$ cat src/rtl/icts_pkg.sv
// Package for the instruction cycle timing sequencer
package icts_pkg;

	localparam int CNT_W = 8;

	// Operation classes the sequencer can time
	typedef enum logic [4:0] {
		ICTS_OP_SHIFT_REG     = 5'h00,
		ICTS_OP_SHIFT_MEM     = 5'h01,
		ICTS_OP_BRANCH        = 5'h02,
		ICTS_OP_DEC_BRANCH    = 5'h03,
		ICTS_OP_MULTI_MOVE    = 5'h04,
		ICTS_OP_EXT_REG       = 5'h05,
		ICTS_OP_EXT_MEM       = 5'h06,
		ICTS_OP_PERIPH_TO_MEM = 5'h07,
		ICTS_OP_PERIPH_TO_REG = 5'h08,
		ICTS_OP_TEST_SET      = 5'h09,
		ICTS_OP_SET_COND      = 5'h0a,
		ICTS_OP_EXC_ADDR_BUS  = 5'h0b,
		ICTS_OP_EXC_DIV_ZERO  = 5'h0c,
		ICTS_OP_EXC_ILLEGAL   = 5'h0d,
		ICTS_OP_EXC_TRAP      = 5'h0e,
		ICTS_OP_EXC_INTERRUPT = 5'h0f
	} icts_op_e;

	typedef enum logic [1:0] {
		ICTS_SZ_BYTE = 2'h0,
		ICTS_SZ_WORD = 2'h1,
		ICTS_SZ_LONG = 2'h2
	} icts_size_e;

	// One request to time
	typedef struct packed {
		icts_op_e         op;
		icts_size_e       size;
		logic             mem;
		logic             cond;
		logic             taken;
		logic             word_disp;
		logic [5:0]       count;
		logic [CNT_W-1:0] ea_clocks;
		logic [3:0]       ea_reads;
		logic [3:0]       ea_writes;
	} icts_req_s;

	// Cost of one sequence
	typedef struct packed {
		logic [CNT_W-1:0] clocks;
		logic [5:0]       reads;
		logic [5:0]       writes;
	} icts_cost_s;

	localparam logic [CNT_W-1:0] BUS_CYCLE_CLKS = 8'h04;

	localparam logic [CNT_W-1:0] EXC_ADDR_CLKS = 8'h32;
	localparam logic [5:0]       EXC_ADDR_RD   = 6'h04;
	localparam logic [5:0]       EXC_ADDR_WR   = 6'h07;
	localparam logic [CNT_W-1:0] EXC_DIV_CLKS  = 8'h2a;
	localparam logic [5:0]       EXC_DIV_RD    = 6'h05;
	localparam logic [5:0]       EXC_DIV_WR    = 6'h04;
	localparam logic [CNT_W-1:0] EXC_ILL_CLKS  = 8'h22;
	localparam logic [5:0]       EXC_ILL_RD    = 6'h04;
	localparam logic [5:0]       EXC_ILL_WR    = 6'h03;
	localparam logic [CNT_W-1:0] EXC_TRAP_CLKS = 8'h26;
	localparam logic [5:0]       EXC_TRAP_RD   = 6'h04;
	localparam logic [5:0]       EXC_TRAP_WR   = 6'h04;
	localparam logic [CNT_W-1:0] EXC_INT_CLKS  = 8'h2c;
	localparam logic [5:0]       EXC_INT_RD    = 6'h05;
	localparam logic [5:0]       EXC_INT_WR    = 6'h03;
	localparam logic [CNT_W-1:0] START_CLKS    = 8'h28;
	localparam logic [5:0]       START_RD      = 6'h06;

	localparam logic [CNT_W-1:0] SHIFT_BW_CLKS  = 8'h06;
	localparam logic [CNT_W-1:0] SHIFT_L_CLKS   = 8'h08;
	localparam logic [CNT_W-1:0] SHIFT_MEM_CLKS = 8'h08;
	localparam logic [CNT_W-1:0] BR_TAKEN_CLKS  = 8'h0a;
	localparam logic [CNT_W-1:0] BR_NT_B_CLKS   = 8'h08;
	localparam logic [CNT_W-1:0] BR_NT_W_CLKS   = 8'h0c;
	localparam logic [CNT_W-1:0] DB_TRUE_CLKS   = 8'h0c;
	localparam logic [CNT_W-1:0] DB_TAKEN_CLKS  = 8'h0a;
	localparam logic [CNT_W-1:0] DB_NT_CLKS     = 8'h0e;
	localparam logic [CNT_W-1:0] MM_BASE_CLKS   = 8'h0c;
	localparam logic [5:0]       MM_BASE_RD     = 6'h03;
	localparam logic [CNT_W-1:0] EXT_REG_BW     = 8'h04;
	localparam logic [CNT_W-1:0] EXT_REG_L      = 8'h08;
	localparam logic [CNT_W-1:0] EXT_MEM_BW     = 8'h12;
	localparam logic [CNT_W-1:0] EXT_MEM_L      = 8'h1e;
	localparam logic [CNT_W-1:0] PER_W_CLKS     = 8'h10;
	localparam logic [CNT_W-1:0] PER_L_CLKS     = 8'h18;
	localparam logic [CNT_W-1:0] TAS_REG_CLKS   = 8'h04;
	localparam logic [CNT_W-1:0] TAS_MEM_CLKS   = 8'h0a;
	localparam logic [CNT_W-1:0] SCC_F_CLKS     = 8'h04;
	localparam logic [CNT_W-1:0] SCC_T_CLKS     = 8'h06;
	localparam logic [CNT_W-1:0] SCC_MEM_CLKS   = 8'h08;

endpackage : icts_pkg

$ cat src/rtl/icts_cost.sv
// Combinational cost table: clocks, reads and writes per request
module icts_cost (
	input  wire icts_pkg::icts_req_s  req_in,
	output icts_pkg::icts_cost_s      cost_out
);

	function automatic icts_pkg::icts_cost_s mk(input logic [7:0] c, input logic [5:0] r,
		input logic [5:0] w);
		icts_pkg::icts_cost_s t;
		t.clocks = c;
		t.reads  = r;
		t.writes = w;
		return t;
	endfunction : mk

	logic             is_long;
	logic [7:0]       n2;
	icts_pkg::icts_cost_s base;
	logic             add_ea;

	assign is_long = (req_in.size == icts_pkg::ICTS_SZ_LONG);
	assign n2      = {1'b0, req_in.count, 1'b0};

	always_comb begin
		base   = mk(icts_pkg::TAS_REG_CLKS, 6'h01, 6'h00);
		add_ea = 1'b0;
		case (req_in.op)
			icts_pkg::ICTS_OP_SHIFT_REG:
				base = mk((is_long ? icts_pkg::SHIFT_L_CLKS : icts_pkg::SHIFT_BW_CLKS) + n2,
					6'h01, 6'h00);
			icts_pkg::ICTS_OP_SHIFT_MEM: begin
				base   = mk(icts_pkg::SHIFT_MEM_CLKS, 6'h01, 6'h01);
				add_ea = 1'b1;
			end
			icts_pkg::ICTS_OP_BRANCH:
				if (req_in.taken)
					base = mk(icts_pkg::BR_TAKEN_CLKS, 6'h02, 6'h00);
				else if (req_in.word_disp)
					base = mk(icts_pkg::BR_NT_W_CLKS, 6'h02, 6'h00);
				else
					base = mk(icts_pkg::BR_NT_B_CLKS, 6'h01, 6'h00);
			icts_pkg::ICTS_OP_DEC_BRANCH:
				if (req_in.cond)
					base = mk(icts_pkg::DB_TRUE_CLKS, 6'h02, 6'h00);
				else if (req_in.taken)
					base = mk(icts_pkg::DB_TAKEN_CLKS, 6'h02, 6'h00);
				else
					base = mk(icts_pkg::DB_NT_CLKS, 6'h03, 6'h00);
			icts_pkg::ICTS_OP_MULTI_MOVE:
				if (is_long)
					base = mk(icts_pkg::MM_BASE_CLKS + {n2[5:0], 2'h0},
						icts_pkg::MM_BASE_RD + {req_in.count[4:0], 1'b0}, 6'h00);
				else
					base = mk(icts_pkg::MM_BASE_CLKS + {n2[6:0], 1'b0},
						icts_pkg::MM_BASE_RD + req_in.count, 6'h00);
			icts_pkg::ICTS_OP_EXT_REG:
				base = mk(is_long ? icts_pkg::EXT_REG_L : icts_pkg::EXT_REG_BW, 6'h01, 6'h00);
			icts_pkg::ICTS_OP_EXT_MEM:
				base = is_long ? mk(icts_pkg::EXT_MEM_L, 6'h05, 6'h02)
					: mk(icts_pkg::EXT_MEM_BW, 6'h03, 6'h01);
			icts_pkg::ICTS_OP_PERIPH_TO_MEM:
				base = is_long ? mk(icts_pkg::PER_L_CLKS, 6'h02, 6'h04)
					: mk(icts_pkg::PER_W_CLKS, 6'h02, 6'h02);
			icts_pkg::ICTS_OP_PERIPH_TO_REG:
				base = is_long ? mk(icts_pkg::PER_L_CLKS, 6'h06, 6'h00)
					: mk(icts_pkg::PER_W_CLKS, 6'h04, 6'h00);
			icts_pkg::ICTS_OP_TEST_SET:
				if (req_in.mem) begin
					base   = mk(icts_pkg::TAS_MEM_CLKS, 6'h01, 6'h01);
					add_ea = 1'b1;
				end else
					base = mk(icts_pkg::TAS_REG_CLKS, 6'h01, 6'h00);
			icts_pkg::ICTS_OP_SET_COND:
				if (req_in.mem) begin
					base   = mk(icts_pkg::SCC_MEM_CLKS, 6'h01, 6'h01);
					add_ea = 1'b1;
				end else
					base = mk(req_in.cond ? icts_pkg::SCC_T_CLKS : icts_pkg::SCC_F_CLKS,
						6'h01, 6'h00);
			icts_pkg::ICTS_OP_EXC_ADDR_BUS:
				base = mk(icts_pkg::EXC_ADDR_CLKS, icts_pkg::EXC_ADDR_RD, icts_pkg::EXC_ADDR_WR);
			icts_pkg::ICTS_OP_EXC_DIV_ZERO:
				base = mk(icts_pkg::EXC_DIV_CLKS, icts_pkg::EXC_DIV_RD, icts_pkg::EXC_DIV_WR);
			icts_pkg::ICTS_OP_EXC_ILLEGAL:
				base = mk(icts_pkg::EXC_ILL_CLKS, icts_pkg::EXC_ILL_RD, icts_pkg::EXC_ILL_WR);
			icts_pkg::ICTS_OP_EXC_TRAP:
				base = mk(icts_pkg::EXC_TRAP_CLKS, icts_pkg::EXC_TRAP_RD, icts_pkg::EXC_TRAP_WR);
			icts_pkg::ICTS_OP_EXC_INTERRUPT:
				base = mk(icts_pkg::EXC_INT_CLKS, icts_pkg::EXC_INT_RD, icts_pkg::EXC_INT_WR);
			default:
				base = mk(icts_pkg::TAS_REG_CLKS, 6'h01, 6'h00);
		endcase
		// index size carries no cost term
		cost_out = base;
		if (add_ea) begin
			cost_out.clocks = base.clocks + req_in.ea_clocks;
			cost_out.reads  = base.reads + {2'h0, req_in.ea_reads};
			cost_out.writes = base.writes + {2'h0, req_in.ea_writes};
		end
	end

endmodule : icts_cost

$ cat src/rtl/icts_seq.sv
// Instruction and exception cycle timing sequencer
module icts_seq (
	input  wire                 sys_clk_in,
	input  wire                 sys_rst_in,
	input  wire                 halt_in,
	input  wire                 req_valid_in,
	input  wire icts_pkg::icts_req_s req_in,
	output logic                req_ready_out,
	output logic                bus_read_out,
	output logic                bus_write_out,
	output logic                done_out,
	output logic                exec_start_out,
	output logic [7:0]          clocks_out,
	output logic [5:0]          reads_out,
	output logic [5:0]          writes_out
);

	typedef enum logic [3:0] {
		ICTS_ST_RESET = 4'h1,
		ICTS_ST_START = 4'h2,
		ICTS_ST_IDLE  = 4'h4,
		ICTS_ST_RUN   = 4'h8
	} icts_state_e;

	icts_state_e          state_reg;
	icts_state_e          state_next;
	icts_pkg::icts_cost_s cost;
	icts_pkg::icts_cost_s job_reg;
	logic [7:0]           elapsed_reg;
	logic [5:0]           rd_done_reg;
	logic [5:0]           wr_done_reg;
	logic [5:0]           bus_total;
	logic [7:0]           bus_span;
	logic [1:0]           phase;
	logic                 in_window;
	logic                 rd_left;
	logic                 wr_left;
	logic                 last_clk;

	icts_cost u_cost (
		.req_in   (req_in),
		.cost_out (cost)
	);

	assign req_ready_out = (state_reg == ICTS_ST_IDLE);
	// whole budget lives in the job
	assign last_clk  = (elapsed_reg + 8'h01 == job_reg.clocks);
	// Longest job has 63 accesses, so six bits hold the sum
	assign bus_total = job_reg.reads + job_reg.writes;
	assign bus_span  = {2'h0, bus_total} * icts_pkg::BUS_CYCLE_CLKS;
	// accesses packed back to back at the tail
	// Tail packing keeps the last access inside the budget, no overrun into idle
	assign in_window = (state_reg == ICTS_ST_RUN || state_reg == ICTS_ST_START)
		&& (bus_total != 6'h00) && ((job_reg.clocks - elapsed_reg) <= bus_span);
	// Span is a whole number of accesses, so only the low bits matter
	assign phase     = elapsed_reg[1:0] - job_reg.clocks[1:0];
	assign rd_left   = (rd_done_reg != job_reg.reads);
	assign wr_left   = (wr_done_reg != job_reg.writes);

	always_comb begin
		case (state_reg)
			ICTS_ST_RESET: state_next = halt_in ? ICTS_ST_RESET : ICTS_ST_START;
			ICTS_ST_START: state_next = last_clk ? ICTS_ST_IDLE : ICTS_ST_START;
			ICTS_ST_IDLE:  state_next = req_valid_in ? ICTS_ST_RUN : ICTS_ST_IDLE;
			ICTS_ST_RUN:   state_next = last_clk ? ICTS_ST_IDLE : ICTS_ST_RUN;
			default:       state_next = ICTS_ST_RESET;
		endcase
	end

	always_ff @(posedge sys_clk_in) begin
		if (sys_rst_in)
			state_reg <= ICTS_ST_RESET;
		else
			state_reg <= state_next;
	end

	always_ff @(posedge sys_clk_in) begin
		if (sys_rst_in) begin
			job_reg <= '0;
		end else if (state_reg == ICTS_ST_RESET && !halt_in) begin
			job_reg <= {icts_pkg::START_CLKS, icts_pkg::START_RD, 6'h00};
		end else if (state_reg == ICTS_ST_IDLE && req_valid_in) begin
			job_reg <= cost;
		end
	end

	always_ff @(posedge sys_clk_in) begin
		if (sys_rst_in || state_next == ICTS_ST_IDLE || state_reg == ICTS_ST_IDLE
			|| state_reg == ICTS_ST_RESET)
			elapsed_reg <= '0;
		else
			elapsed_reg <= elapsed_reg + 8'h01;
	end

	always_ff @(posedge sys_clk_in) begin
		if (sys_rst_in || state_reg == ICTS_ST_IDLE || state_reg == ICTS_ST_RESET) begin
			rd_done_reg <= '0;
			wr_done_reg <= '0;
		end else if (in_window && phase == 2'h3) begin
			if (rd_left)
				rd_done_reg <= rd_done_reg + 6'h01;
			else if (wr_left)
				wr_done_reg <= wr_done_reg + 6'h01;
		end
	end

	// Reads go first, writes follow
	assign bus_read_out  = in_window && rd_left;
	assign bus_write_out = in_window && !rd_left && wr_left;
	assign done_out      = (state_reg == ICTS_ST_RUN) && last_clk;
	assign exec_start_out = (state_reg == ICTS_ST_START) && last_clk;

	always_ff @(posedge sys_clk_in) begin
		if (sys_rst_in) begin
			clocks_out <= '0;
			reads_out  <= '0;
			writes_out <= '0;
		end else if (state_reg == ICTS_ST_IDLE && req_valid_in) begin
			clocks_out <= cost.clocks;
			reads_out  <= cost.reads;
			writes_out <= cost.writes;
		end
	end

	property p_startup_len;
		@(posedge sys_clk_in) disable iff (sys_rst_in)
		(state_reg == ICTS_ST_RESET && !halt_in) |-> ##40 exec_start_out;
	endproperty
	a_startup_len: assert property (p_startup_len) else $error("start-up not 40 clocks");

	property p_exc_addr;
		@(posedge sys_clk_in) disable iff (sys_rst_in)
		(req_ready_out && req_valid_in && req_in.op == icts_pkg::ICTS_OP_EXC_ADDR_BUS)
		|-> ##50 done_out;
	endproperty
	a_exc_addr: assert property (p_exc_addr) else $error("bus error entry not 50");

	property p_exc_int;
		@(posedge sys_clk_in) disable iff (sys_rst_in)
		(req_ready_out && req_valid_in && req_in.op == icts_pkg::ICTS_OP_EXC_INTERRUPT)
		|-> ##44 done_out;
	endproperty
	a_exc_int: assert property (p_exc_int) else $error("interrupt entry not 44");

	property p_exc_div;
		@(posedge sys_clk_in) disable iff (sys_rst_in)
		(req_ready_out && req_valid_in && req_in.op == icts_pkg::ICTS_OP_EXC_DIV_ZERO)
		|=> (clocks_out == 8'h2a && reads_out == 6'h05 && writes_out == 6'h04);
	endproperty
	a_exc_div: assert property (p_exc_div) else $error("divide entry cost wrong");

	property p_branch;
		@(posedge sys_clk_in) disable iff (sys_rst_in)
		(req_ready_out && req_valid_in && req_in.op == icts_pkg::ICTS_OP_BRANCH && req_in.taken)
		|=> clocks_out == 8'h0a ##9 done_out;
	endproperty
	a_branch: assert property (p_branch) else $error("taken branch not 10");

	property p_bus_len;
		@(posedge sys_clk_in) disable iff (sys_rst_in)
		$rose(bus_read_out) |-> bus_read_out[*4];
	endproperty
	a_bus_len: assert property (p_bus_len) else $error("bus read shorter than 4");

	property p_wr_len;
		@(posedge sys_clk_in) disable iff (sys_rst_in)
		$rose(bus_write_out) |-> bus_write_out[*4];
	endproperty
	a_wr_len: assert property (p_wr_len) else $error("bus write shorter than 4");

	property p_exc_trap;
		@(posedge sys_clk_in) disable iff (sys_rst_in)
		(req_ready_out && req_valid_in && req_in.op == icts_pkg::ICTS_OP_EXC_TRAP)
		|=> (clocks_out == 8'h26 && reads_out == 6'h04 && writes_out == 6'h04) ##37 done_out;
	endproperty
	a_exc_trap: assert property (p_exc_trap) else $error("trap entry not 38");

	property p_multi_move;
		@(posedge sys_clk_in) disable iff (sys_rst_in)
		(req_ready_out && req_valid_in && req_in.op == icts_pkg::ICTS_OP_MULTI_MOVE
			&& req_in.size == icts_pkg::ICTS_SZ_WORD && req_in.count == 6'h02)
		|=> (clocks_out == 8'h14 && reads_out == 6'h05 && writes_out == 6'h00);
	endproperty
	a_multi_move: assert property (p_multi_move) else $error("word move of two wrong");

	property p_ext_mem;
		@(posedge sys_clk_in) disable iff (sys_rst_in)
		(req_ready_out && req_valid_in && req_in.op == icts_pkg::ICTS_OP_EXT_MEM
			&& req_in.size == icts_pkg::ICTS_SZ_LONG)
		|=> (clocks_out == 8'h1e && reads_out == 6'h05 && writes_out == 6'h02);
	endproperty
	a_ext_mem: assert property (p_ext_mem) else $error("long memory extended op wrong");

	property p_shift;
		@(posedge sys_clk_in) disable iff (sys_rst_in)
		(req_ready_out && req_valid_in && req_in.op == icts_pkg::ICTS_OP_SHIFT_REG
			&& req_in.size == icts_pkg::ICTS_SZ_WORD && req_in.count == 6'h01)
		|=> clocks_out == 8'h08;
	endproperty
	a_shift: assert property (p_shift) else $error("shift by one not 8");

	property p_done_idle;
		@(posedge sys_clk_in) disable iff (sys_rst_in)
		done_out |=> req_ready_out && !bus_read_out && !bus_write_out;
	endproperty
	a_done_idle: assert property (p_done_idle) else $error("bus active after done");

	c_startup: cover property (@(posedge sys_clk_in) disable iff (sys_rst_in) exec_start_out);
	c_write:   cover property (@(posedge sys_clk_in) disable iff (sys_rst_in) $rose(bus_write_out));
	c_done:    cover property (@(posedge sys_clk_in) disable iff (sys_rst_in) done_out);
	c_mm_long: cover property (@(posedge sys_clk_in) disable iff (sys_rst_in)
		req_ready_out && req_valid_in && req_in.op == icts_pkg::ICTS_OP_MULTI_MOVE
		&& req_in.size == icts_pkg::ICTS_SZ_LONG);
	c_exc_int: cover property (@(posedge sys_clk_in) disable iff (sys_rst_in)
		req_ready_out && req_valid_in && req_in.op == icts_pkg::ICTS_OP_EXC_INTERRUPT);

endmodule : icts_seq

$ cat config.mk
export PLATFORM = sky130hd
export DESIGN_NAME = icts_seq
export DESIGN_NICKNAME = d
export VERILOG_FILES = /design/src/rtl/icts_pkg.sv /design/src/rtl/icts_cost.sv /design/src/rtl/icts_seq.sv
export SDC_FILE = /design/constraint.sdc
export NUM_CORES = 1
export LEC_CHECK = 0
export CAP_MARGIN = 10
export CELL_PAD_IN_SITES_DETAIL_PLACEMENT = 1
export CELL_PAD_IN_SITES_GLOBAL_PLACEMENT = 2
export CORE_MARGIN = 5
export CORE_UTILIZATION = 38
export DETAILED_ROUTE_END_ITERATION = 10
export DONT_BUFFER_PORTS = 1
export GPL_ROUTABILITY_DRIVEN = 0
export PLACE_DENSITY = 0.8
export SLEW_MARGIN = 20
export SYNTH_ARGS = -nofsm -noshare
export SYNTH_HDL_FRONTEND = slang
export SYNTH_SLANG_ARGS = --single-unit
$ cat constraint.sdc
create_clock -name sys_clk_in -period 5.95 [get_ports sys_clk_in]
set_clock_uncertainty 0.05 [all_clocks]
set_input_delay 1.19 -clock sys_clk_in [delete_from_list [all_inputs] [get_ports sys_clk_in]]
set_output_delay 1.19 -clock sys_clk_in [all_outputs]
set_load 0.01 [all_outputs]
* Yosys cells after proc, flatten, opt, wreduce, memory -nomap -nowiden
Cells that the tools add are included.
Widths: inputs -> output; s select.
** Storage, ports and cells
- Bits in registers :: 64
- Input port bits :: 37
- Output and inout bits :: 25
** Cells by class
- Add/sub/neg operators :: 14
- Order comparisons :: 1
- Equality and inequality tests :: 25
- Multiplexer cells :: 24
- Bitwise operators :: 1
- Reduce and logical (&&, ||, !) cells :: 25
** Operators with widths (count)
- $pmux 20 s16 :: 1
- $mux 20 :: 5
- $mux 16 :: 4
- $eq 5x4->1 const B :: 8
- $mux 18 :: 2
- $mux 15 :: 2
- $eq 5x3->1 const B :: 4
- $add 4x8->8 const A :: 2
- $mux 4 :: 4
- $pmux 4 s4 :: 1
- $add 2x6->6 const A :: 2
- $add 6x1->6 const B :: 2
- $add 6x4->6 :: 2
- $ne 6x6->1 :: 2
- $eq 5x2->1 const B :: 2
- $logic_and 1x1->1 :: 10
- $add 8x1->8 const B :: 1
- $add 8x7->8 :: 1
- $add 8x8->8 :: 1
- $eq 4x3->1 const B :: 2
- $eq 8x8->1 :: 1
- $le 8x8->1 :: 1
- $sub 8x8->8 :: 1
- $add 6x6->6 :: 1
- 19 further kinds :: 28

* Logic depth before layout (Yosys ltp)
- Depth after elaboration :: 8
- Mapped depth :: 17
- Gate-level depth less buffers :: 16

* Modules after synthesis
Synthesis repeated with hierarchy kept, for this count alone.
** Second synthesis, totals
- Cell total of the unflattened synthesis :: 652
- Area total of the unflattened synthesis :: 5212.5 µm²
** Modules (own cells, without submodules)
- icts_seq :: instances 1, cells an instance 406, area each 3427.0 µm²
- icts_cost :: instances 1, cells an instance 246, area each 1785.5 µm²

* Worst setup path before layout
Ideal clock, no wire load.
- Path type :: in2reg
- Start point :: input req_in[26] (netlist name)
- End point :: register clocks_out[7]
- Arrival time :: 4359 ps
- Data required time :: 5785 ps
- Setup slack :: 1426 ps
- Stages :: 16
- Buffers on the path :: 1
- Path through :: nand2b_1 clkbuf_1 ha_1 inv_1 fa_1 nor2b_1 a211oi_1 o21ai_0 and4_1 fa_1 nor2b_1 o21a_1 o21a_1 o211ai_1 a221o_1 and2_1
** Between the ends
- Cells in the longest elaborated chain, start to end :: 6
- Elaborated cells on any way between the ends :: 11
- Classes of those cells :: add/sub (2); eq/ne (1); mux (8)
** RTL lines
- start, declared :: RTL line icts_seq.sv:7 : input wire icts_pkg::icts_req_s req_in,
- $eq 2x2->1 (*) :: RTL line icts_cost.sv:21 : assign is_long = (req_in.size == icts_pkg::ICTS_SZ_LONG);
- $mux 4 :: RTL line icts_cost.sv:29 : base = mk((is_long ? icts_pkg::SHIFT_L_CLKS : icts_pkg::SHIFT_BW_CLKS) + n2,
- $add 8x7->8 :: RTL line icts_cost.sv:29
- $pmux 20 s16 (*) :: RTL line icts_cost.sv:27 : case (req_in.op)
- $add 8x8->8 :: RTL line icts_cost.sv:96 : cost_out.clocks = base.clocks + req_in.ea_clocks;
- $mux 20 (*) :: RTL line icts_cost.sv:95 : if (add_ea) begin
- end signal, assigned :: RTL line icts_seq.sv:119 : clocks_out <= cost.clocks;
- end, declared :: RTL line icts_seq.sv:13 : output logic [7:0] clocks_out,
Every way passes the cells marked *; elsewhere a longest branch is shown, timed or not.
A chain may end at the register's enable or synchronous reset.

* Final worst setup path
- Start point :: register elapsed_reg[1]
- End point :: output bus_write_out
** Between the ends
- Cells in the longest elaborated chain, start to end :: 5
** RTL lines
- start, declared :: RTL line icts_seq.sv:29 : logic [7:0] elapsed_reg;
- start signal, assigned :: RTL line icts_seq.sv:92 : elapsed_reg <= elapsed_reg + 8'h01;
- $sub 8x8->8 :: RTL line icts_seq.sv:54 : && (bus_total != 6'h00) && ((job_reg.clocks - elapsed_reg) <= bus_span);
- $le 8x8->1 :: RTL line icts_seq.sv:54
- $logic_and 1x1->1 :: RTL line icts_seq.sv:54
- $logic_and 1x1->1 (2 in a row) :: RTL line icts_seq.sv:109 : assign bus_write_out = in_window && !rd_left && wr_left;
- end, declared :: RTL line icts_seq.sv:10 : output logic bus_write_out,
Every way passes these cells.

==> impl_results.md <==
* P_leak at about 2 nW
* Synth cell types at 64
* GR met3 Demand/Resource at 0.0544
* CP Class: reg -> out
* Share of post-route cells with drive strength above 1 at 0.0493
* Met1 Use GR at 0.226
* Worst skew pair latency at 330 ps
* Crit-path max cell delay at 370 ps
* Placed standard-cell area at 0.00497 sq mm
* Die width at 123 um
* Final net count at 685
* Filler cells at 1593
* Commonest cells in the netlist: 63 x nor2_1, 62 x dfxtp_1, 50 x a21oi_1
* Clk sinks at 62
* Initial antenna violation count at 0
* Die Footprint at roughly 0.015 sq mm
* Final hold violations at 0
* CP max stage cell: dfxtp_1
* Worst-path cell chain: inv_1, ha_1, nor2b_1, o21a_1, o21a_1, o21ai_0, nor2b_1, xnor2_1, ha_1, a21o_1, a21o_1, a211oi_1, o32a_1, nand2b_1, nor2_1
* Global-route wire length before repair at 23.4 mm
* Max Cap Violations at 0
* Worst vdd ir at 136 uV
* Vias at 4444
* Worst Tran Pin Value at 660 ps
* Drt total wl at approximately 15 mm
* # diodes at 0
* Worst-path maximum fanout at 4
* CTS root buf: clkbuf_16
* Starting Density at 0.387
* Setup bufs post-CTS at 0
* Num rows at 41
* Net Count, Synth at between 700 and 800
* Fin crit share at 0.852
* Clock Pin Slew Worst Setup and Hold Paths at about 60 ps
* Warning count from the yosys run at 0
* Largest net degree at the start of global routing at 39
* Mean Syn Cell Area at about 8 sq um
* Highest Clock Rate at roughly 200 MHz
* Largest cells by area after synthesis: dfxtp_1 25%, ha_1 10%, xnor2_1 5.9%
* Final critical-path required period at around 5100 ps
* Status: finished, final reports clean
* Hold Crit Class: reg -> reg
* Main synth FF type: dfxtp_1
* DRT antenna net count at 0
* WP data required at 4710 ps
* Buffers plus inverters on the worst setup path at 1
* Worst Setup Start Kind: flop
* Fin cells at 780
* Cells after Synth at 621
* CTS tree: done
* CTS Hold Bufs at 0
* Via/cell ratio at between 5 and 6
* DR pass1 iterations at 4
* Initial DRC Count at 220
* Max FFs per register at 19
* Final Setup Violations at 0
* DR DRC count at 0
* Setup tns final at 0 ps
* Top-area cell type share of the netlist area at 0.254
* Slew Viols, Final at 0
* Fin area at between 0.005 and 0.006 sq mm
* Dpl cells at 764
* CORE AREA at 0.0126 sq mm
* Bufs on Longest Clock Path at 2
* Die Y at 123 um
* Synth async-reset ratio at 0
* Most common cell in the synthesized netlist: nor2_1
* Cts bufs inserted at 9
* Synth Cell Area at 0.00488 sq mm
* Post-DP HPWL at 11.5 mm
* Tot GR Track Use at 0.196
* Post-synth EDFFs at 0
* GRT busiest layer: met2
* Register area share after synthesis at 0.254
* Setup crit end kind: output pin
* Leading area contributor after synthesis: dfxtp_1
* Vias in the first global route at ~4600
* Routed len/inst at 18.7 um
* Area growth from synthesis to layout at 8.03%
* CTS resizes at 0
* Met2 usage at 0.350
* Worst path arrival time at 3830 ps
* RSZ-0062 raised after global routing: no
* Port bufs at 0
* Slew Limit Headroom at 0.557
* Ports at between 60 and 70
* #FFs+latches synth at 62
* H-tree level count at 3
* Remaining Overflow, GRT at 0
* Crit-path leading delay family: compound AO/OA/AOI/OAI gates
* Hold WS at 448 ps
* Power density over the cells at 219 mW/mm^2
==> per-layer routing <==
| metal | vias to the layer above | part of all wire |
|---|---|---|
| met5 | - | 0 |
| met4 | 0 | 0.022 |
| met3 | 21 | 0.051 |
| met2 | 77 | 0.51 |
| met1 | 2150 | 0.42 |
| li1 | 2196 | - |
==> cells by family (layout without fill, tap and decap cells) <==
group	after synthesis	after routing	synth area share
AND/OR/NAND/NOR	231	231	0.243
AO/OA/AOI/OAI	159	159	0.209
buffers and inverters	63	50	0.0544
flip-flops	62	62	0.254
XOR/XNOR	56	56	0.106
adder cells (fa/ha/maj)	45	45	0.123
multiplexers	4	4	0.00846
other	1	1	0.000769
==> worst paths after layout <==
check	start	endpoint	slack, ps	depth (start not counted)
min reg2reg	job_reg[0]	job_reg[0]	450	2
min	job_reg[0]	job_reg[0]	450	2
max	elapsed_reg[1]	bus_write_out	880	15
max reg2reg	elapsed_reg[1]	rd_done_reg[3]	1940	16
==> worst register-to-register path, cell delays in order, from the launching register on <==
cell      delay (ps)
dfxtp_1          370
inv_1             60
ha_1             310
nor2b_1          170
o21a_1           190
o21a_1           200
o21ai_0          280
nor2b_1          200
xnor2_1          140
ha_1             270
a21o_1           180
a21o_1           170
a211oi_1         320
o32ai_1          150
buf_4            220
or4_1            510
a21oi_1          150
==> per-stage QoR <==
stage	total power, mW	setup WS, ps	utilization
finish	1.16	883	0.418
global route	1.21	611	0.418
CTS	1.17	850	0.418
detailed placement	0.632	1180	0.394
global placement	0.621	1300	0.394
floorplan	0.599	1430	-
==> where the power goes <==
group          internal [mW]  switching [mW]
sequential             0.420         0.00688
combinational         0.0843           0.112
clock                  0.327           0.205
total                  0.831           0.324
==> placed cells by master, fill, tap and decap left out, types with 8 or more instances in the layout <==
cell type / netlist / final
nand3_1: 19 / 19
a21o_1: 14 / 14
inv_1: 30 / 30
xor2_1: 21 / 21
nand2_1: 34 / 34
nor2b_1: 12 / 12
nand4_1: 8 / 8
dfxtp_1: 62 / 62
nand2b_1: 11 / 11
nor2_1: 63 / 63
o21ai_0: 26 / 26
a21oi_1: 50 / 50
nor3_1: 30 / 30
xnor2_1: 33 / 33
a211oi_1: 17 / 17
or3_1: 15 / 15
ha_1: 40 / 40
clkbuf_16: 0 / 9
==> final cells by class <==
cell class,count,area (sq um),share of cell area
clock inverters,6,70.1,0.0133
repair buffers,4,30.0,0.00570
well taps,172,215,0.0408
clock buffers,10,229,0.0434
multi-input cells,496,3370,0.640
inverters,30,113,0.0214
flip-flops and latches,62,1240,0.236
Power figures use the tool's default switching activity.
